**src/rtl/rxfd_cfg.svh**
```systemverilog
// constants for the receive filter and remote transfer register bank
// assumes an 8-bit host register port with a 4-bit offset on one clock
//
// Summary of operation
// - The host writes the 16-bit transfer byte count as a low byte and a high byte, both write-only.
// - The live 16-bit transfer address reads back as a high byte and a low byte, both read-only.
// - Both live address bytes read zero after reset and always show the address now in use.
// - With watch-only set a frame is still address- and CRC-checked but never stored; clear is normal.
// - With any-unicast set every frame with an individual destination address is accepted.
// - With multicast-accept set a multicast frame is taken only when it also hits the hash filter.
// - With broadcast-accept set frames to the broadcast destination are accepted.
// - With short-frame-accept set frames below the minimum length are accepted.
// - With keep-errored-frames set frames with errors are accepted and stored, not dropped.
// - The status byte shows receiver off, multicast, missed, zero, alignment, CRC and intact, resetting to zero.
// - The transfer-done flag sets when a transfer ends and is cleared by writing one to it.
`ifndef RXFD_CFG_SVH
`define RXFD_CFG_SVH

// ==========================================
// register offsets
`define RXFD_OFS_DONE      4'h7
`define RXFD_OFS_PTR_LOW   4'h8
`define RXFD_OFS_PTR_HIGH  4'h9
`define RXFD_OFS_CNT_LOW   4'ha
`define RXFD_OFS_CNT_HIGH  4'hb
`define RXFD_OFS_RX_CFG    4'hc
`define RXFD_OFS_RX_STAT   4'hc

// ==========================================
// field positions
`define RXFD_DONE_BIT      6
`define RXFD_CFG_WATCH     5
`define RXFD_CFG_UNICAST   4
`define RXFD_CFG_MCAST     3
`define RXFD_CFG_BCAST     2
`define RXFD_CFG_SHORT     1
`define RXFD_CFG_KEEPERR   0
`define RXFD_ST_OFF        6
`define RXFD_ST_MCAST      5
`define RXFD_ST_MISSED     4
`define RXFD_ST_ALIGN      2
`define RXFD_ST_FCS        1
`define RXFD_ST_OK         0

// ==========================================
// reset values
`define RXFD_RST_BYTE      8'h00
`define RXFD_RST_WORD      16'h0000

`endif

```
**src/rtl/rxfd_pkg.sv**
```systemverilog
// types shared by the receive filter and remote transfer register bank
// assumes nothing beyond the constants header
package rxfd_pkg;

  typedef logic [7:0]  rxfd_byte_t;
  typedef logic [15:0] rxfd_word_t;
  typedef logic [3:0]  rxfd_ofs_t;

  typedef enum logic {
    RXFD_DMA_IDLE = 1'b0,
    RXFD_DMA_RUN  = 1'b1
  } rxfd_dma_e;

endpackage : rxfd_pkg

```
**src/rtl/rxfd_regs.sv**
```systemverilog
// receive filter configuration, frame status and remote transfer pointer bank
// assumes host port and receive signals are synchronous to ref_clk_i
`timescale 1ns/1ps
`include "rxfd_cfg.svh"
module rxfd_regs (
  // clock and reset
  input  wire logic             ref_clk_i,
  input  wire logic             nrst_i,
  // host register port
  input  wire rxfd_pkg::rxfd_ofs_t  addr_i,
  input  wire logic             rd_i,
  input  wire logic             wr_i,
  input  wire rxfd_pkg::rxfd_byte_t wdata_i,
  output rxfd_pkg::rxfd_byte_t  rdata_o,
  // remote transfer control
  input  wire rxfd_pkg::rxfd_word_t origin_i,
  input  wire logic             start_i,
  input  wire logic             step_i,
  input  wire logic             word_i,
  output rxfd_pkg::rxfd_word_t  addr_o,
  output logic                  active_o,
  output logic                  done_o,
  // receive frame summary
  input  wire logic             frame_end_i,
  input  wire logic             own_addr_i,
  input  wire logic             unicast_i,
  input  wire logic             bcast_i,
  input  wire logic             mcast_i,
  input  wire logic             hash_hit_i,
  input  wire logic             short_i,
  input  wire logic             fcs_err_i,
  input  wire logic             align_err_i,
  input  wire logic             room_i,
  input  wire logic             rx_on_i,
  // receive decision
  output logic                  store_o,
  output logic                  drop_o
);
  import rxfd_pkg::*;

  // ==========================================
  // state
  rxfd_byte_t cfg_q, stat_q, stat_d, rdata_q, rdata_d;
  rxfd_word_t cnt_q, cnt_d, ptr_q, ptr_d;
  rxfd_dma_e  dma_q, dma_d;
  logic       done_q, done_d, store_q, drop_q;

  // ==========================================
  // host decode
  wire logic wr_cnt_lo = wr_i & (addr_i == `RXFD_OFS_CNT_LOW);
  wire logic wr_cnt_hi = wr_i & (addr_i == `RXFD_OFS_CNT_HIGH);
  wire logic wr_cfg    = wr_i & (addr_i == `RXFD_OFS_RX_CFG);
  wire logic wr_done   = wr_i & (addr_i == `RXFD_OFS_DONE) & wdata_i[`RXFD_DONE_BIT];

  // ==========================================
  // remote transfer
  wire logic [15:0] stride   = word_i ? 16'h0002 : 16'h0001;
  wire logic        last     = (cnt_q <= stride);
  wire logic        run_step = (dma_q == RXFD_DMA_RUN) & step_i;
  wire logic        finish   = (start_i & (cnt_q == `RXFD_RST_WORD)) | (run_step & last);

  always_comb begin
    dma_d = dma_q;
    cnt_d = cnt_q;
    ptr_d = ptr_q;
    if (wr_cnt_lo) begin
      cnt_d[7:0] = wdata_i;
    end
    if (wr_cnt_hi) begin
      cnt_d[15:8] = wdata_i;
    end
    unique case (dma_q)
      RXFD_DMA_IDLE: begin
        if (start_i) begin
          ptr_d = origin_i;
          if (cnt_q != `RXFD_RST_WORD) begin
            dma_d = RXFD_DMA_RUN;
          end
        end
      end
      RXFD_DMA_RUN: begin
        if (step_i) begin
          ptr_d = 16'(ptr_q + stride);
          cnt_d = last ? `RXFD_RST_WORD : 16'(cnt_q - stride);
          if (last) begin
            dma_d = RXFD_DMA_IDLE;
          end
        end
      end
    endcase
  end

  // a completion in the clearing cycle keeps the flag set
  assign done_d = finish | (done_q & ~wr_done);

  // ==========================================
  // frame filter
  logic match, keep;
  rxfd_addr_filter u_filter (
    .cfg_i      (cfg_q),
    .own_addr_i (own_addr_i),
    .unicast_i  (unicast_i),
    .bcast_i    (bcast_i),
    .mcast_i    (mcast_i),
    .hash_hit_i (hash_hit_i),
    .short_i    (short_i),
    .fault_i    (fcs_err_i | align_err_i),
    .room_i     (room_i),
    .rx_on_i    (rx_on_i),
    .match_o    (match),
    .store_o    (keep)
  );

  // status reflects the last frame that passed the address check or arrived with the receiver off
  always_comb begin
    stat_d = stat_q;
    if (frame_end_i & (match | ~rx_on_i)) begin
      stat_d                  = `RXFD_RST_BYTE;
      stat_d[`RXFD_ST_OFF]    = ~rx_on_i;
      stat_d[`RXFD_ST_MCAST]  = mcast_i;
      stat_d[`RXFD_ST_MISSED] = match & ~room_i;
      stat_d[`RXFD_ST_ALIGN]  = align_err_i;
      stat_d[`RXFD_ST_FCS]    = fcs_err_i;
      stat_d[`RXFD_ST_OK]     = match & ~fcs_err_i & ~align_err_i & ~short_i;
    end
  end

  // ==========================================
  // read mux, answered one cycle after the strobe
  always_comb begin
    rdata_d = `RXFD_RST_BYTE;
    unique case (addr_i)
      `RXFD_OFS_PTR_LOW:  rdata_d = ptr_q[7:0];
      `RXFD_OFS_PTR_HIGH: rdata_d = ptr_q[15:8];
      `RXFD_OFS_RX_STAT:  rdata_d = stat_q;
      `RXFD_OFS_DONE:     rdata_d[`RXFD_DONE_BIT] = done_q;
      default:            rdata_d = `RXFD_RST_BYTE;
    endcase
  end

  // ==========================================
  // registers
  always_ff @(posedge ref_clk_i or negedge nrst_i) begin
    if (!nrst_i) begin
      cfg_q   <= `RXFD_RST_BYTE;
      stat_q  <= `RXFD_RST_BYTE;
      rdata_q <= `RXFD_RST_BYTE;
      cnt_q   <= `RXFD_RST_WORD;
      ptr_q   <= `RXFD_RST_WORD;
      dma_q   <= RXFD_DMA_IDLE;
      done_q  <= 1'b0;
      store_q <= 1'b0;
      drop_q  <= 1'b0;
    end else begin
      cfg_q   <= wr_cfg ? {2'b00, wdata_i[5:0]} : cfg_q;
      stat_q  <= stat_d;
      rdata_q <= rd_i ? rdata_d : rdata_q;
      cnt_q   <= cnt_d;
      ptr_q   <= ptr_d;
      dma_q   <= dma_d;
      done_q  <= done_d;
      store_q <= frame_end_i & keep;
      drop_q  <= frame_end_i & ~keep;
    end
  end

  assign rdata_o  = rdata_q;
  assign addr_o   = ptr_q;
  assign active_o = dma_q;
  assign done_o   = done_q;
  assign store_o  = store_q;
  assign drop_o   = drop_q;
endmodule : rxfd_regs

```
**src/rtl/rxfd_addr_filter.sv**
```systemverilog
// frame acceptance decision from destination class, errors and configuration
// assumes all inputs are stable in the cycle the frame end is flagged
`timescale 1ns/1ps
`include "rxfd_cfg.svh"
module rxfd_addr_filter (
  // configuration
  input  wire logic [7:0] cfg_i,
  // frame summary
  input  wire logic       own_addr_i,
  input  wire logic       unicast_i,
  input  wire logic       bcast_i,
  input  wire logic       mcast_i,
  input  wire logic       hash_hit_i,
  input  wire logic       short_i,
  input  wire logic       fault_i,
  input  wire logic       room_i,
  input  wire logic       rx_on_i,
  // decision
  output logic            match_o,
  output logic            store_o
);
  wire logic uni_ok   = unicast_i & (own_addr_i | cfg_i[`RXFD_CFG_UNICAST]);
  wire logic mc_ok    = mcast_i & cfg_i[`RXFD_CFG_MCAST] & hash_hit_i;
  wire logic bc_ok    = bcast_i & cfg_i[`RXFD_CFG_BCAST];
  wire logic len_ok   = ~short_i | cfg_i[`RXFD_CFG_SHORT];
  wire logic err_ok   = ~fault_i | cfg_i[`RXFD_CFG_KEEPERR];

  assign match_o = rx_on_i & (uni_ok | mc_ok | bc_ok);
  // watch-only still checks the frame but never commits it to the buffer
  assign store_o = match_o & len_ok & err_ok & room_i & ~cfg_i[`RXFD_CFG_WATCH];

endmodule : rxfd_addr_filter

```
**config.mk**
```make
export PLATFORM = sky130hd
export DESIGN_NAME = rxfd_regs
export DESIGN_NICKNAME = d
export VERILOG_FILES = /design/src/rtl/rxfd_pkg.sv /design/src/rtl/rxfd_regs.sv /design/src/rtl/rxfd_addr_filter.sv
export VERILOG_INCLUDE_DIRS = /design/src /design/src/rtl
export SDC_FILE = /design/constraint.sdc
export NUM_CORES = 1
export LEC_CHECK = 0
export ABC_AREA = 1
export CAP_MARGIN = 20
export CORE_UTILIZATION = 30
export DETAILED_ROUTE_END_ITERATION = 10
export DONT_BUFFER_PORTS = 1
export GPL_TIMING_DRIVEN = 0
export HOLD_SLACK_MARGIN = 0.15
export SLEW_MARGIN = 20
export SYNTH_ARGS = -nofsm -noshare
export SYNTH_HDL_FRONTEND = slang
export SYNTH_HIERARCHICAL = 1
export SYNTH_SLANG_ARGS = --single-unit
```
**constraint.sdc**
```tcl
create_clock -name ref_clk_i -period 3.1 [get_ports ref_clk_i]
set_input_delay 0.93 -clock ref_clk_i [delete_from_list [all_inputs] [get_ports ref_clk_i]]
set_output_delay 0.93 -clock ref_clk_i [all_outputs]
set_load 0.005 [all_outputs]
```
# After elaboration in Yosys (flattened, before gate mapping)
# Index checks and enable logic that the tools add are counted.
classes:
  order_cmp: 1
  n_reduce_logical: 3
  multipliers: 0
  mux: 17
  n_div: 0
  n_addsub: 2
  shift: 0
  eq_ne: 8
  n_bitwise: 44
ops:
  columns: ["cell", "count"]
  rows:
  - ["$mux W16", 5]
  - ["$pmux W16 S2", 1]
  - ["$and A1 B1 Y1", 25]
  - ["$eq A4 B4 Y1 const B", 5]
  - ["$pmux W6 S3", 1]
  - ["$add A16 B2 Y16", 1]
  - ["$le A16 B2 Y1", 1]
  - ["$logic_not A16 Y1", 1]
  - ["$mux W8", 2]
  - ["$reduce_bool A16 Y1", 1]
  - ["$sub A16 B2 Y16", 1]
  - ["$not A1 Y1", 10]
  - ["$or A1 B1 Y1", 9]
  - ["$eq A4 B3 Y1 const B", 1]
  - ["$mux W1", 4]
  - ["$ne A2 B2 Y1 const B", 2]
  - ["$pmux W1 S2", 2]
  - ["$pmux W1 S4", 1]
  - ["$mux W2", 1]
  - ["$reduce_and A2 Y1", 1]
word_totals:
  n_memories: 0
  elab_cells: 84
  ff_bits: 56
  mem_bits_rw: 0
  romBits: 0
  output_inout_bits: 28
  latch_bits: 0

# Depth between registers and ports, before layout
depth:
  depth_word: 11
  ltp_mapped: 14

# Hierarchy
# The synthesis kept the hierarchy.
modules_own_cells:
  columns: ["module", "cells_per_inst", "area_per_inst_um2", "instances"]
  rows:
  - ["rxfd_regs", 512, 3677.3, 1]
  - ["rxfd_addr_filter", 13, 55.1, 1]

# Least setup slack after synthesis
# OpenSTA, ideal clock, no wires.
synth_timing:
  path_type: "input-to-reg"
  from: "input word_i"
  to: "register ptr_q[12], in the netlist addr_o[12]"
  stages: 14
  arrival_ps: 2313
  t_required_ps: 2987
  setup_slack_ps: 674
  path_cell_list: "inv_1 ha_1 inv_1 fa_1 inv_1 nand2_1 nor2_1 nand2_1 nor2_2 nand2_1 nand2_1 nand2_1 nand2_1 inv_1"
synth_via:
  elab_chain_len: 4
synth_lines:
  columns: ["element", "line", "text"]
  rows:
  - ["start: declaration", "rxfd_regs.sv:19", "input wire logic word_i,"]
  - ["$mux W2", "rxfd_regs.sv:57", "wire logic [15:0] stride = word_i ? 16'h0002 : 16'h0001;"]
  - ["$add A16 B2 Y16", "rxfd_regs.sv:83", "ptr_d = 16'(ptr_q + stride);"]
  - ["$mux W16", "rxfd_regs.sv:82", "if (step_i) begin"]
  - ["$pmux W16 S2", "rxfd_regs.sv:72", "unique case (dma_q)"]
  - ["end signal: assignment", "rxfd_regs.sv:149", "ptr_q <= `RXFD_RST_WORD;"]
  - ["end signal: assignment", "rxfd_regs.sv:159", "ptr_q <= ptr_d;"]
  - ["end: declaration", "rxfd_regs.sv:44", "rxfd_word_t cnt_q, cnt_d, ptr_q, ptr_d;"]
# No other way between the ends. The select of a mux whose other input is x is not followed.
# A chain may end at the register's enable or synchronous reset.

# Worst setup path in the final report
layout_timing:
  from: "input word_i"
  to: "register ptr_q[10], in the netlist addr_o[10]"
# Same word-level chain as after synthesis.

==> impl_metrics.ini <==
[detailed_routing]
wl_mm = 10.94
wl_met2_mm = 4.913
number_of_nets_with_antenna_violations_after_routing = 0
remaining_drc_errors = 0
route.top_layer_used = met4
viasPerCell = 4.911
dr.first_iter.drc_count = 250
route.detailed.wl_per_inst_um = 15.62
drt_first_pass_iters = 6
met3WireLength_um = 967
wl_met1_mm = 4.760
vias = 3438

[timing]
setup_violations = 0
slew_headroom = 0.6462
finalMaxSlewViolations = 0
setup_tns_ns = 0
achievable-frequency_ghz = 0.4230
min_period_ns = 2.364
timing_hold_violations_final = 0
rsz_0062_raised_after_global_routing = false
largest_clock_skew_in_the_final_design_ns = 0.01004
period_share = 0.7626
timing_worst_slew_pin_value_ns = 0.5308

[cts]
cts_num_sinks = 56
post_cts.resized_instances = 0
cts-hold-fix-buffers = 0
cts-root-buf = sky130_fd_sc_hd__clkbuf_16
clk_latency_ns = 0.31
number_of_buffers_created_by_cts = 5
path_clk_slew_ns = 0.08
deepest_level_of_the_cts_h_tree = 2
number_of_setup_buffers_added_after_cts = 0
clockBufferDepth = 2
cts_tree = built

[floorplanning]
design.die.area_mm2 = 0.01288
fp.dieH_um = 113.5
start_util = 0.3091
dieWidth_um = 113.5
placeable_area_mm2 = 0.01206
i_o_pin_total = 74
placement_rows = 40

[power_and_ir_drop]
peakVddDrop_mv = 0.2190
power_density_mw_per_mm2 = 546.6
p_leak_nw = 1.937

[layout]
filler_instances = 1269
design_area_mm2 = 0.004088
synthToLayoutAreaGrowth_pct = 9.631
net_total_in_the_final_layout = 583
post_route_cells_drive_above_1_share = 0.1184
insertedDiodeCount = 0
most_frequent_standard_cell_in_the_layout_excluding_fill_and_tap_cells = sky130_fd_sc_hd__nand2_1
total_area_of_multi_input_combinational_cells_mm2 = 0.002027
most-common-layout-cells = sky130_fd_sc_hd__nand2_1 (168), sky130_fd_sc_hd__nor2_1 (62), sky130_fd_sc_hd__dfrtp_1 (56), sky130_fd_sc_hd__inv_1 (55), sky130_fd_sc_hd__nand3_1 (36)
seq_area_mm2 = 0.001401

[worst_setup_path]
path_class = in -> reg
cp_data_required_time_ns = 3.29
critical_path_arrival_ns = 2.56
critPathCapture = addr_o[10]$_DFFE_PN0P_
crit_path_max_fanout = 4
crit_path_capture_type = register
r2r-start = addr_o[0]$_DFFE_PN0P_
reg2reg_setup_slack_ns = 1.00
critical_path.reg2reg.endpoint = addr_o[10]$_DFFE_PN0P_
timing.critical_path.from_type = input pin
critPathLaunch = word_i
worst-r2r-cell-count = 11

[place]
dp.final_hpwl_mm = 8.370
final_estimated_routing_congestion_in_global_placement = 0.9395
detailed_place.area_mm2 = 0.003939
placement.io_buffers = 0

[min_path]
timing.hold.worst.class = in -> async

[yosys]
syn-num-nets = 576
postSynthCellCount = 524
post_synth.cell_area_avg_um2 = 7.116
synth_area_mm2 = 0.003729
synth.yosys.warnings = 6

[global_routing]
vias_in_the_first_global_route = 3309
grt_util_all_layers = 0.1733
grt_pass1_wl_mm = 17.26
grt_ovf = 0
grt_max_degree = 57
grt_antenna_before_repair = 0

[flow_run]
cap_viol_max_count = 0

[outcome]
status = finished clean
-- how the worst min path moves through the flow --
stage	from	to	slack, ns	cells after the start
final	nrst_i	addr_o[8]$_DFFE_PN0P_	0.31	0
after global routing	nrst_i	addr_o[15]$_DFFE_PN0P_	0.30	0
after CTS	nrst_i	addr_o[3]$_DFFE_PN0P_	0.31	0
after detailed placement	cfg_q[0]$_DFFE_PN0P_	cfg_q[0]$_DFFE_PN0P_	0.48	2
after global placement	cfg_q[0]$_DFFE_PN0P_	cfg_q[0]$_DFFE_PN0P_	0.47	2
after floorplan	stat_q[6]$_DFFE_PN0P_	stat_q[6]$_DFFE_PN0P_	0.45	2
-- registers in the layout, summed over array words and instances (netlist names) --
| signal | count |
|---|---|
| active_o | 1 |
| addr_o | 16 |
| cfg_q | 6 |
| cnt_q | 16 |
| done_o | 1 |
| drop_o | 1 |
| rdata_o | 8 |
| stat_q | 6 |
| store_o | 1 |
-- stage by stage --
stage / power (mW) / hold WS, ns / utilization / instances / setup slack, ns
global placement: 1.621 / 0.4748 / 0.3266 / 692 / 0.4181
floorplan: 1.474 / 0.4501 / - / 524 / 0.6739
CTS: 2.251 / 0.3067 / 0.3389 / 700 / 0.7460
finish: 2.234 / 0.3097 / 0.3389 / 700 / 0.7359
global route: 2.379 / 0.3037 / 0.3389 / 700 / 0.5372
detailed placement: 1.649 / 0.4825 / 0.3266 / 692 / 0.4390
-- worst max-delay path, stage by stage --
cell and delay, ns:
sky130_fd_sc_hd__inv_1 0.14, sky130_fd_sc_hd__ha_1 0.20, sky130_fd_sc_hd__inv_1 0.06, sky130_fd_sc_hd__fa_1 0.37, sky130_fd_sc_hd__inv_1 0.06, sky130_fd_sc_hd__nand2_1 0.08, sky130_fd_sc_hd__nor2_1 0.19, sky130_fd_sc_hd__nand2_1 0.15
sky130_fd_sc_hd__nor2_2 0.13, sky130_fd_sc_hd__nand2_1 0.06, sky130_fd_sc_hd__a21oi_1 0.13, sky130_fd_sc_hd__nor2_1 0.05
-- final cells by class --
type | instances | share of cell area
multi-input cells | 399 | 0.4959
flip-flops and latches | 56 | 0.3428
inverters | 60 | 0.05632
well taps | 168 | 0.05142
clock buffers | 6 | 0.03398
plain buffers | 9 | 0.01714
clock inverters | 2 | 0.002449
-- per-layer routing --
| metal | track usage | vias up |
|---|---|---|
| li1 | - | 1690 |
| met1 | 0.2195 | 1594 |
| met2 | 0.2744 | 129 |
| met3 | 0.05526 | 25 |
| met4 | 0.06754 | 0 |
| met5 | 0 | - |
-- power by group --
part	switching [mW]	internal [mW]	total (mW)
Combinational	0.352	0.238	0.590
Sequential	0.182	0.868	1.05
Clock	0.274	0.320	0.594
Total	0.808	1.43	2.23
Note: power is estimated with default switching activity, not from simulation.
